--- config.mk ---
export PLATFORM = sky130hd
export DESIGN_NAME = tcc_channel
export DESIGN_NICKNAME = d
export VERILOG_FILES = /design/src/logic/tcc_channel.v
export VERILOG_INCLUDE_DIRS = /design/src /design/src/logic
export SDC_FILE = /design/constraint.sdc
export NUM_CORES = 1
export LEC_CHECK = 0
export ABC_CLOCK_PERIOD_IN_PS = 2200
export BUFFER_PORTS_ARGS = -buffer_cell sky130_fd_sc_hd__buf_2
export CORE_ASPECT_RATIO = 0.7
export CORE_MARGIN = 2
export CORE_UTILIZATION = 47
export CTS_BUF_LIST = sky130_fd_sc_hd__clkbuf_8 sky130_fd_sc_hd__clkbuf_16
export CTS_CLUSTER_DIAMETER = 100
export CTS_CLUSTER_SIZE = 40
export DETAILED_ROUTE_END_ITERATION = 16
export PLACE_DENSITY = 0.88
export SYNTH_ARGS = -nofsm -noshare
export SYNTH_HDL_FRONTEND = slang
export SYNTH_SLANG_ARGS = --single-unit
--- constraint.sdc ---
create_clock -name pclk -period 2.2 [get_ports pclk]
set_input_delay 0.22 -clock pclk [delete_from_list [all_inputs] [get_ports pclk]]
set_output_delay 0.22 -clock pclk [all_outputs]
set_load 0.02 [all_outputs]
--- src/logic/tcc_regs.vh ---
// register map, field positions and reset values of the timer channel
`ifndef TCC_REGS_VH
`define TCC_REGS_VH
// byte offsets
`define TCC_CTRL_OFF 8'h00
`define TCC_CMR_OFF 8'h04
`define TCC_CV_OFF 8'h08
`define TCC_SR_OFF 8'h0C
`define TCC_IMR_OFF 8'h10
`define TCC_BMR_OFF 8'h14
// control register command bits
`define TCC_CTRL_CLOCK_ENABLE_CMD 0
`define TCC_CTRL_CLOCK_DISABLE_CMD 1
`define TCC_CTRL_SWTRG 2
// channel mode register fields
`define TCC_CMR_CLKS_LSB 0
`define TCC_CMR_CLKS_MSB 2
`define TCC_CMR_INV 3
`define TCC_CMR_BURST_LSB 4
`define TCC_CMR_BURST_MSB 5
`define TCC_CMR_STOP 6
`define TCC_CMR_DIS 7
`define TCC_CMR_WAVE 15
`define TCC_CMR_W 16
`define TCC_CMR_RST 16'h0000
// status register fields
`define TCC_SR_OVF 0
`define TCC_SR_LDB 1
`define TCC_SR_CPC 2
`define TCC_SR_TRG 3
`define TCC_SR_CLOCK_ENABLED_STATUS 16
`define TCC_EVT_W 4
`define TCC_EVT_RST 4'h0
// block mode register: one chaining select per external selection
`define TCC_BMR_W 3
`define TCC_BMR_RST 3'h0
// counter
`define TCC_CNT_W 16
`define TCC_CNT_MAX 16'hFFFF
`define TCC_CNT_ZERO 16'h0000
`endif

--- src/logic/tcc_channel.v ---
// one timer channel: counter, clock selection, clock control and apb registers
//
// The APB slave port and the address map were chosen for this implementation.
`timescale 1ns/10ps
`default_nettype none
`include "tcc_regs.vh"
module tcc_channel (
    input wire pclk,
    input wire presetn,
    input wire ce,
    input wire psel,
    input wire penable,
    input wire pwrite,
    input wire [7:0] paddr,
    input wire [31:0] pwdata,
    output reg [31:0] prdata,
    output reg pready,
    output reg pslverr,
    output reg irq,
    input wire [4:0] internal_prescaled_clock,
    input wire [2:0] ext_clock_pin,
    input wire [2:0] io_line_a,
    input wire sync_trigger,
    input wire ext_trigger,
    input wire compare_trigger,
    input wire load_b_event,
    input wire compare_c_event,
    output reg [15:0] count_out
);

////////////////////////////////////////////////////////////////////////////////
// declarations

reg [15:0] channel_mode_reg;
reg [2:0] block_mode_reg;
reg [15:0] counter_value_reg;
reg [3:0] status_reg;
wire [3:0] status_next;
reg [3:0] mask_reg;
reg clk_en_reg;
reg clk_en_next;
reg started_reg;
reg started_next;
reg trig_pend_reg;
reg [2:0] pin_s1_reg;
reg [2:0] pin_s2_reg;
reg [2:0] ioa_s1_reg;
reg [2:0] ioa_s2_reg;
reg sel_prev_reg;
reg sel_raw;
reg gate_ok;
reg [31:0] rdata_next;
reg err_next;
wire [2:0] ext_sel;
wire sel_now;
wire [3:0] evt_set;
wire sr_wr;
wire [2:0] clks;
wire [1:0] burst;
wire inv;
wire wave;
wire wr_acc;
wire cmd_clock_enable_cmd;
wire cmd_clock_disable_cmd;
wire cmd_swtrg;
wire any_trig;
wire ev_ldb;
wire ev_cpc;
wire dis_evt;
wire stop_evt;
wire clk_edge;
wire advance;
wire wrap;

////////////////////////////////////////////////////////////////////////////////
// mode fields

assign clks = channel_mode_reg[`TCC_CMR_CLKS_MSB:`TCC_CMR_CLKS_LSB];
assign burst = channel_mode_reg[`TCC_CMR_BURST_MSB:`TCC_CMR_BURST_LSB];
assign inv = channel_mode_reg[`TCC_CMR_INV];
assign wave = channel_mode_reg[`TCC_CMR_WAVE];

////////////////////////////////////////////////////////////////////////////////
// external clock selections: two-flop synchronisers, then chaining mux

// pins and io lines are synchronised before the block mode select,
// so a select change never hands a raw asynchronous level to logic;
// only the second stages are read
// levels shorter than one pclk period may be missed
always @(posedge pclk or negedge presetn) begin
    if (!presetn) begin
        pin_s1_reg <= 3'h0;
        pin_s2_reg <= 3'h0;
        ioa_s1_reg <= 3'h0;
        ioa_s2_reg <= 3'h0;
    end else if (ce) begin
        pin_s1_reg <= ext_clock_pin;
        pin_s2_reg <= pin_s1_reg;
        ioa_s1_reg <= io_line_a;
        ioa_s2_reg <= ioa_s1_reg;
    end
end

// per selection: external pin or io line a of another channel (chaining)
genvar gi;
generate
    for (gi = 0; gi < 3; gi = gi + 1) begin : g_ext
        assign ext_sel[gi] = block_mode_reg[gi] ? ioa_s2_reg[gi] : pin_s2_reg[gi];
    end
endgenerate

////////////////////////////////////////////////////////////////////////////////
// clock source selection, inversion and burst gate

// source mux; internal clocks come from pclk logic and need no synchroniser
always @* begin
    case (clks)
        3'd0: sel_raw = internal_prescaled_clock[0];
        3'd1: sel_raw = internal_prescaled_clock[1];
        3'd2: sel_raw = internal_prescaled_clock[2];
        3'd3: sel_raw = internal_prescaled_clock[3];
        3'd4: sel_raw = internal_prescaled_clock[4];
        3'd5: sel_raw = ext_sel[0];
        3'd6: sel_raw = ext_sel[1];
        default: sel_raw = ext_sel[2];
    endcase
end

// inversion swaps which edge of the source counts
assign sel_now = sel_raw ^ inv;

// burst gate: none, or one external selection that must be high
always @* begin
    case (burst)
        2'd1: gate_ok = ext_sel[0];
        2'd2: gate_ok = ext_sel[1];
        2'd3: gate_ok = ext_sel[2];
        default: gate_ok = 1'b1;
    endcase
end

// previous level of the selected clock for edge detection;
// a source or invert change that lifts the level counts as one edge
always @(posedge pclk or negedge presetn) begin
    if (!presetn) begin
        sel_prev_reg <= 1'b0;
    end else if (ce) begin
        sel_prev_reg <= sel_now;
    end
end

// one-cycle enable on the rising edge of the (possibly inverted) clock
assign clk_edge = sel_now & ~sel_prev_reg & gate_ok;
assign advance = clk_edge & clk_en_reg & started_reg;
assign wrap = advance & ~trig_pend_reg & (counter_value_reg == `TCC_CNT_MAX);

////////////////////////////////////////////////////////////////////////////////
// apb decode: answer one cycle into the access phase

assign wr_acc = psel & penable & pready & pwrite;
assign cmd_clock_enable_cmd = wr_acc & (paddr == `TCC_CTRL_OFF) & pwdata[`TCC_CTRL_CLOCK_ENABLE_CMD];
assign cmd_clock_disable_cmd = wr_acc & (paddr == `TCC_CTRL_OFF) & pwdata[`TCC_CTRL_CLOCK_DISABLE_CMD];
assign cmd_swtrg = wr_acc & (paddr == `TCC_CTRL_OFF) & pwdata[`TCC_CTRL_SWTRG];

// read mux and unmapped address detection
always @* begin
    rdata_next = 32'h0000_0000;
    err_next = 1'b0;
    if (paddr == `TCC_CTRL_OFF) begin
        rdata_next = 32'h0000_0000; // commands read as zero
    end else if (paddr == `TCC_CMR_OFF) begin
        rdata_next = {16'h0000, channel_mode_reg};
    end else if (paddr == `TCC_CV_OFF) begin
        rdata_next = {16'h0000, counter_value_reg};
    end else if (paddr == `TCC_SR_OFF) begin
        rdata_next = {28'h000_0000, status_reg};
        rdata_next[`TCC_SR_CLOCK_ENABLED_STATUS] = clk_en_reg;
    end else if (paddr == `TCC_IMR_OFF) begin
        rdata_next = {28'h000_0000, mask_reg};
    end else if (paddr == `TCC_BMR_OFF) begin
        rdata_next = {29'h0000_0000, block_mode_reg};
    end else begin
        err_next = 1'b1;
    end
end

// pready rises on the first access cycle edge, drops after the handshake
always @(posedge pclk or negedge presetn) begin
    if (!presetn) begin
        pready <= 1'b0;
        pslverr <= 1'b0;
        prdata <= 32'h0000_0000;
    end else if (ce) begin
        if (psel && penable && !pready) begin
            pready <= 1'b1;
            pslverr <= err_next;
            prdata <= pwrite ? 32'h0000_0000 : rdata_next;
        end else begin
            pready <= 1'b0;
            pslverr <= 1'b0;
        end
    end
end

// writable configuration
always @(posedge pclk or negedge presetn) begin
    if (!presetn) begin
        channel_mode_reg <= `TCC_CMR_RST;
        block_mode_reg <= `TCC_BMR_RST;
        mask_reg <= `TCC_EVT_RST;
    end else if (ce && wr_acc) begin
        if (paddr == `TCC_CMR_OFF) begin
            channel_mode_reg <= pwdata[15:0];
        end else if (paddr == `TCC_IMR_OFF) begin
            mask_reg <= pwdata[3:0];
        end else if (paddr == `TCC_BMR_OFF) begin
            block_mode_reg <= pwdata[2:0];
        end
    end
end

////////////////////////////////////////////////////////////////////////////////
// clock control: enable/disable and start/stop

assign any_trig = cmd_swtrg | sync_trigger | ext_trigger | compare_trigger;
assign ev_ldb = load_b_event & ~wave;
assign ev_cpc = compare_c_event & wave;
assign dis_evt = channel_mode_reg[`TCC_CMR_DIS] & (ev_ldb | ev_cpc);
assign stop_evt = channel_mode_reg[`TCC_CMR_STOP] & (ev_ldb | ev_cpc);

// enable state: disable beats enable in the same cycle
always @* begin
    clk_en_next = clk_en_reg;
    if (cmd_clock_disable_cmd || dis_evt) begin
        clk_en_next = 1'b0;
    end else if (cmd_clock_enable_cmd) begin
        clk_en_next = 1'b1;
    end
end

// start state: a trigger beats a stop; neither acts while disabled
always @* begin
    started_next = started_reg;
    if (clk_en_reg) begin
        if (any_trig) begin
            started_next = 1'b1;
        end else if (stop_evt) begin
            started_next = 1'b0;
        end
    end
end

always @(posedge pclk or negedge presetn) begin
    if (!presetn) begin
        clk_en_reg <= 1'b0;
        started_reg <= 1'b0;
    end else if (ce) begin
        clk_en_reg <= clk_en_next;
        started_reg <= started_next;
    end
end

////////////////////////////////////////////////////////////////////////////////
// counter with deferred trigger reset

// a pending trigger turns the next counting step into a clear;
// count_out mirrors the counter so the output comes from a flip-flop
always @(posedge pclk or negedge presetn) begin
    if (!presetn) begin
        counter_value_reg <= `TCC_CNT_ZERO;
        count_out <= `TCC_CNT_ZERO;
    end else if (ce) begin
        if (advance && trig_pend_reg) begin
            counter_value_reg <= `TCC_CNT_ZERO;
            count_out <= `TCC_CNT_ZERO;
        end else if (advance) begin
            counter_value_reg <= counter_value_reg + 16'h0001;
            count_out <= counter_value_reg + 16'h0001;
        end
    end
end

// trigger pending: set by any trigger, used up by the next counting step;
// a new trigger in the clearing cycle stays pending for the step after
always @(posedge pclk or negedge presetn) begin
    if (!presetn) begin
        trig_pend_reg <= 1'b0;
    end else if (ce) begin
        if (any_trig) begin
            trig_pend_reg <= 1'b1;
        end else if (advance) begin
            trig_pend_reg <= 1'b0;
        end
    end
end

////////////////////////////////////////////////////////////////////////////////
// sticky status: hardware set beats write-one clear; masked interrupt

// event sources in status bit order
assign evt_set[`TCC_SR_OVF] = wrap;
assign evt_set[`TCC_SR_LDB] = ev_ldb;
assign evt_set[`TCC_SR_CPC] = ev_cpc;
assign evt_set[`TCC_SR_TRG] = any_trig;
assign sr_wr = wr_acc & (paddr == `TCC_SR_OFF);

// per bit: an event in the clearing cycle keeps the bit, so none is lost
genvar si;
generate
    for (si = 0; si < `TCC_EVT_W; si = si + 1) begin : g_status
        assign status_next[si] = evt_set[si] | (status_reg[si] & ~(sr_wr & pwdata[si]));
    end
endgenerate

always @(posedge pclk or negedge presetn) begin
    if (!presetn) begin
        status_reg <= `TCC_EVT_RST;
        irq <= 1'b0;
    end else if (ce) begin
        status_reg <= status_next;
        irq <= |(status_next & mask_reg);
    end
end

endmodule // tcc_channel
`default_nettype wire

==> impl_metrics.csv, run 1 <==
group,metric,value,unit
outcome,status,"finished, violations left",
outcome,violations,"setup timing",
sta,rsz0062_at_grt,"true",
cells_and_area,nNetsFinal,555,
cells_and_area,antenna_cells,0,
floorplan,die-area,9290,µm²
route,drc_errors,0,
global_route,grt_usage,25.8,%
clock_tree,cts_tree,"done",
cells_and_area,fill_cells,634,
job,cap_viol_max_count,0,
power_and_ir_drop,vdd_drop_max,325,µV
global_route,grt_max_degree,54,
placement,hpwl,7950,µm
clock_tree,clk_pin_slew,0.06,ns
clock_tree,clock_sink_count,79,
critical_path,critPathKind,"flip-flop to flip-flop",
synth,ys_types,65,
synth,netlist_area,4010,µm²
floorplan,die_w,114,µm
placement,dp_slack,-0.165,ns
critical_path,cp.required,2.42,ns
synth,synth_seq_cells,79,
cells_and_area,largest_reg_flops,17,
route,initialDrtViolationCount,379,
critical_path,critPathArrivalTime,2.52,ns
synth,avgSynthCellArea,10.7,µm²
placement,placed_area,4720,µm²
power_and_ir_drop,p_leak,2.45,nW
route,postRouteAntennaNets,0,
cells_and_area,seqCellArea,1980,µm²
placement,dp_cells,580,
synth,synth-seq-area-share,49.3,%
synth,synth.top_cell.area_share,49.3,%
power_and_ir_drop,internal_power,2.47,mW
floorplan,io_pins,113,
global_route,antenna_found_initial,0,
cells_and_area,multi_input_area,1950,µm²
sta,finalMaxSlewViolations,0,
synth,synth-warning-count,0,
power_and_ir_drop,pwr-share-comb,12.6,%
sta,tightest_slew,0.624,ns
power_and_ir_drop,pwr-share-seq,46.4,%
clock_tree,numCtsBuffers,9,
synth,synthArstFlopShare,100,%
route,vias,3655,
min_path,hold_path.class,"input pin to flip-flop",
critical_path,endpoint_kind,"flip-flop",
sta,setup_violations,15,
cells_and_area,final_area,5140,µm²
route,viasPerCell,6.07,
synth,synth-edff-count,0,
synth,yosysTopAreaCell,"dfrtp_1",
floorplan,core,8370,µm²
clock_tree,root_buffer,"clkbuf_16",
synth,synth_ff_type,"dfrtp_1",
global_route,grt-ovfl-total,0,
cells_and_area,fin_util,61.4,%
sta,holdWs,0.0963,ns
synth,syn_inst,374,
sta,hold_violations,0,
critical_path,crit_fanout,11,
power_and_ir_drop,p_clk_share,40.9,%
sta,slew_headroom,58.1,%
power_and_ir_drop,p_sw_share,28.8,%
clock_tree,h-tree-depth,3,
power_and_ir_drop,power_density,676,nW/µm²
placement,port_buffers,81,
floorplan,dieHeight,81.2,µm
route,dr.pass1.iters,5,
cells_and_area,instances_no_fill,602,
placement,place_congestion,0.954,
power_and_ir_drop,switchingPower,0.999,mW
route,wl_per_cell,19.3,µm
synth,synthTopCellsByArea,"dfrtp_1 49%, mux2_1 6.5%, nand2_1 3.5%, o21ai_1 3.4%, mux2_2 3.4%",
critical_path,worstSetupStartpointType,"flip-flop",
clock_tree,cts_buffer_depth,2,
sta,skew,0.00969,ns
route,wl,11600,µm
floorplan,start_util,47.8,%
global_route,grt_pass1_wl,18400,µm
cells_and_area,area_delta_synth_final,28.3,%
floorplan,fp-row-count,28,
sta,fmax,435,MHz
sta,period_needed,2.30,ns
cells_and_area,final_layout_size_suffix_gt1_share,36.6,%
sta,post-route-period-util,105,%
clock_tree,clock_latency,0.34,ns
global_route,grt_pass1_vias,3509,
sta,setup_slack,-0.101,ns
-- kinds of logic after synthesis --
logic type      Yosys count  share of synthesized area, %
other cells               1                        0.0936
flops                    79                          49.3
mux                      40                          11.7
buf+inv                  38                          5.40
compound gates          105                          18.8
simple gates            110                          14.3
fa+ha+maj                 1                         0.312
-- per-stage QoR --
step / power [mW] / TNS [ns]
6_report: 3.47 / -1.15
5_1_grt: 3.59 / -2.24
4_1_cts: 3.45 / -0.818
3_5_place_dp: 2.03 / -0.928
3_3_place_gp: 2.01 / -0.122
2_1_floorplan: 1.84 / 0
-- path summary, 6_finish.rpt --
check | cells past startpoint | slack (ns) | start | end
worst min-delay path | 2 | 0.1 | pwdata[9] | channel_mode_reg[9]
worst min register to register | 2 | 0.49 | prdata[15] | prdata[15]
min in group asynchronous | 2 | 0.35 | presetn | mask_reg[0]
max in group asynchronous | 3 | 1.23 | presetn | counter_value_reg[2]
worst max register to register | 9 | -0.10 | block_mode_reg[1] | counter_value_reg[8]
worst max-delay path | 9 | -0.10 | block_mode_reg[1] | counter_value_reg[8]
-- power by group through the flow --
stage,Sequential (mW),Clock [mW],Combinational [mW]
global placement,1.63,0,0.385
CTS,1.61,1.42,0.426
floorplan,1.65,0,0.190
detailed placement,1.63,0,0.402
global route,1.62,1.49,0.475
finish,1.61,1.42,0.439
-- repair_timing --
action	4_1_cts	5_1_grt
hold endpoints to repair	26	0
gates resized for setup	11	5
buffers inserted	5	0
setup endpoints to repair	16	19
gates cloned	0	0
pin swaps	9	2
hold buffers	1	0
-- cell usage after synthesis (all sizes together) (4+ instances only) --
cell type  number
dfrtp          79
a21oi           9
inv             7
clkbuf         10
buf            21
o22ai           4
nor2b           5
nand4           4
nor2           23
a211oi          4
a22oi          13
nand2b          5
mux2           35
or4             4
and3            4
o21ai          38
a22o            5
nand2          37
o31ai           6
nand3          14
-- critical path, cell delays in order, from the launching register on --
cell	delay (ns)
dfrtp_1	0.40
mux2i_2	0.17
mux4_2	0.50
buf_4	0.16
o211a_4	0.24
o2111ai_2	0.22
buf_4	0.18
buf_6	0.15
o21ai_1	0.09
o41ai_1	0.08
-- cell type report --
class / instances / share of cell area (%)
Sequential cell: 79 / 38.5
Clock buffer: 9 / 4.38
Clock inverter: 7 / 1.07
Tap cell: 105 / 2.56
Multi-Input combinational cell: 271 / 38.0
Inverter: 7 / 0.511
Timing Repair Buffer: 124 / 15.1
-- routing by layer --
metal / track usage, % / up-vias / wire, µm
met2: 39.5 / 233 / 5300
met5: 0 / - / 0
met1: 36.1 / 1785 / 4960
li1: - / 1604 / -
met4: 8.54 / 0 / 236
met3: 6.64 / 33 / 1160
-- layout by cell type (no fill, tap or decap), drive strengths merged, types with 5 or more instances in the layout --
cell	count
a22oi	13
a22o	5
inv	10
buf	123
nand2b	5
nand3	14
clkbuf	9
mux2	35
dfrtp	79
nor2b	5
nand2	37
a21oi	9
nor2	23
o21ai	38
o31ai	6
conb	15
Note: power is estimated with default switching activity, not from simulation.
==> run 2, diff against run 1 <==
ABC_CLOCK_PERIOD_IN_PS = 1800   (was 2200)
PLACE_DENSITY = 0.76   (was 0.88)
clock period = 1.8 ns   (was 2.2 ns; I/O delays follow)
==> run 2 against run 1 <==
Against the previous run: the flow still finishes with violations (setup timing); critical path depth decreased by 2; worst hold slack lost 0.041 ns; clock power increased by 39%; sequential power increased by 22%; fmax rose by 2.3%; global-route usage up 0.35 points; wire length fell by 1.4%; first-iteration DRC count fell by 21%; critical path type unchanged; highest routed layer unchanged.
==> impl_metrics.csv, run 2 (same netlist as run 1, synthesis figures left out) <==
group,metric,value,unit
route,postRouteAntennaNets,0,
critical_path,critPathMaxStageDelay,0.53,ns
cells_and_area,final_layout_size_suffix_gt1_share,44.0,%
critical_path,cpLargestDelayFamily,"multiplexers",
sta,slew_headroom,64.6,%
sta,period_needed,2.25,ns
min_path,hold_path.class,"input pin to flip-flop",
critical_path,cp_cell_sequence,"mux2i_1 -> mux4_2 -> a211oi_4 -> o2111ai_2 -> buf_4 -> or4_1 -> nand3_1",
floorplan,die_w,114,µm
cells_and_area,layout_commonest_cell,"buf_2",
clock_tree,cts_tree,"done",
global_route,antenna_found_initial,0,
floorplan,io_pins,113,
global_route,grt_pass1_wl,18400,µm
global_route,grt_max_degree,41,
critical_path,cpMaxStageDelayCell,"mux4_2",
placement,dp_cells,621,
route,dr.pass1.iters,5,
placement,port_buffers,81,
sta,hold_violations,0,
route,maxUsedRoutingLayer,"met4",
critical_path,endpoint_kind,"flip-flop",
sta,tightest_slew,0.531,ns
cells_and_area,largest_reg_flops,17,
route,met3_wirelength,879,µm
placement,place_congestion,0.920,
critical_path,critPathKind,"flip-flop to flip-flop",
power_and_ir_drop,power_density,807,nW/µm²
sta,setup_slack,-0.449,ns
placement,hpwl,8440,µm
global_route,grt-ovfl-total,0,
critical_path,worstSetupStartpointType,"flip-flop",
outcome,violations,"setup timing",
floorplan,start_util,47.8,%
power_and_ir_drop,p_leak,2.69,nW
clock_tree,clock_sink_count,79,
power_and_ir_drop,power,4.50,mW
placement,dp_slack,-0.404,ns
route,wl_per_cell,17.8,µm
cells_and_area,layout_common_cells,"80 x buf_2, 79 x buf_4, 78 x dfrtp_1, 37 x nand2_1, 24 x o21ai_1",
clock_tree,numCtsBuffers,9,
global_route,grt_pass1_vias,3522,
outcome,status,"finished, violations left",
clock_tree,h-tree-depth,3,
critical_path,crit_fanout,9,
route,vias,3707,
sta,post-route-period-util,125,%
floorplan,fp-row-count,28,
job,cap_viol_max_count,0,
global_route,grt_usage,26.2,%
cells_and_area,antenna_cells,0,
sta,setup_violations,19,
route,initialDrtViolationCount,301,
clock_tree,root_buffer,"clkbuf_16",
clock_tree,clock_latency,0.34,ns
cells_and_area,final_area,5570,µm²
sta,finalMaxSlewViolations,0,
floorplan,core,8370,µm²
route,wl,11500,µm
route,wl_met1,5470,µm
floorplan,die-area,9290,µm²
clock_tree,clk_pin_slew,0.06,ns
clock_tree,cts_buffer_depth,2,
floorplan,dieHeight,81.2,µm
route,drc_errors,0,
route,wl_met2,4970,µm
cells_and_area,fin_util,66.5,%
cells_and_area,nNetsFinal,597,
power_and_ir_drop,vdd_drop_max,441,µV
cells_and_area,instances_no_fill,644,
sta,rsz0062_at_grt,"true",
sta,skew,0.00687,ns
critical_path,path_buf_inv,1,
critical_path,critPathArrivalTime,2.52,ns
placement,placed_area,5100,µm²
cells_and_area,area_delta_synth_final,39.1,%
route,viasPerCell,5.76,
critical_path,cp.required,2.07,ns
sta,fmax,445,MHz
run 2: where the power goes:
part           total (mW)  internal [mW]  switching [mW]  leakage (nW)
registers            1.96           1.86          0.0954          1.03
logic               0.560          0.234           0.326          1.50
clock network        1.98           1.22           0.760         0.154
total                4.50           3.32            1.18          2.69
run 2: final timing paths:
check                                        from               endpoint  slack, ns  depth (start not counted)
max in group asynchronous                 presetn   counter_value_reg[9]       0.84                          3
worst min register to register          prdata[8]              prdata[8]       0.49                          2
min in group asynchronous                 presetn          ioa_s1_reg[2]       0.36                          2
worst max-delay path            block_mode_reg[2]  counter_value_reg[10]      -0.45                          7
worst min-delay path                    pwdata[4]    channel_mode_reg[4]       0.06                          2
worst max register to register  block_mode_reg[2]  counter_value_reg[10]      -0.45                          7
run 2: per-stage QoR:
| step | TNS [ns] | hold slack (ns) |
|---|---|---|
| final | -6.87 | 0.0554 |
| after global routing | -9.20 | 0.0528 |
| after CTS | -6.56 | 0.0454 |
| after detailed placement | -12.09 | 0.195 |
| after global placement | -9.65 | 0.188 |
| after floorplan | -5.14 | -0.116 |
run 2: metal layers:
metal / GRT usage (%) / vias up
li1: - / 1692
met5: 0 / -
met2: 38.2 / 173
met4: 7.68 / 0
met3: 6.79 / 23
met1: 38.4 / 1819
run 2: final cells by class:
cell class                 count  area [µm²]
tap                          105         131
clock buffer                   9         225
clock inverter                 7        96.3
inverter                       7        26.3
multi-input combinational    271        2020
sequential                    79        1980
timing repair buffer         166        1100
fill                         635        2800
run 2: timing repair:
| item | 4_1_cts | 5_1_grt |
|---|---|---|
| setup buffers | 3 | 5 |
| gates cloned | 0 | 0 |
| resized for setup | 11 | 10 |
| endpoints found under the setup margin | 23 | 43 |
| hold buffers | 1 | 0 |
| hold endpoints to repair | 38 | 0 |
| pin swaps | 4 | 5 |
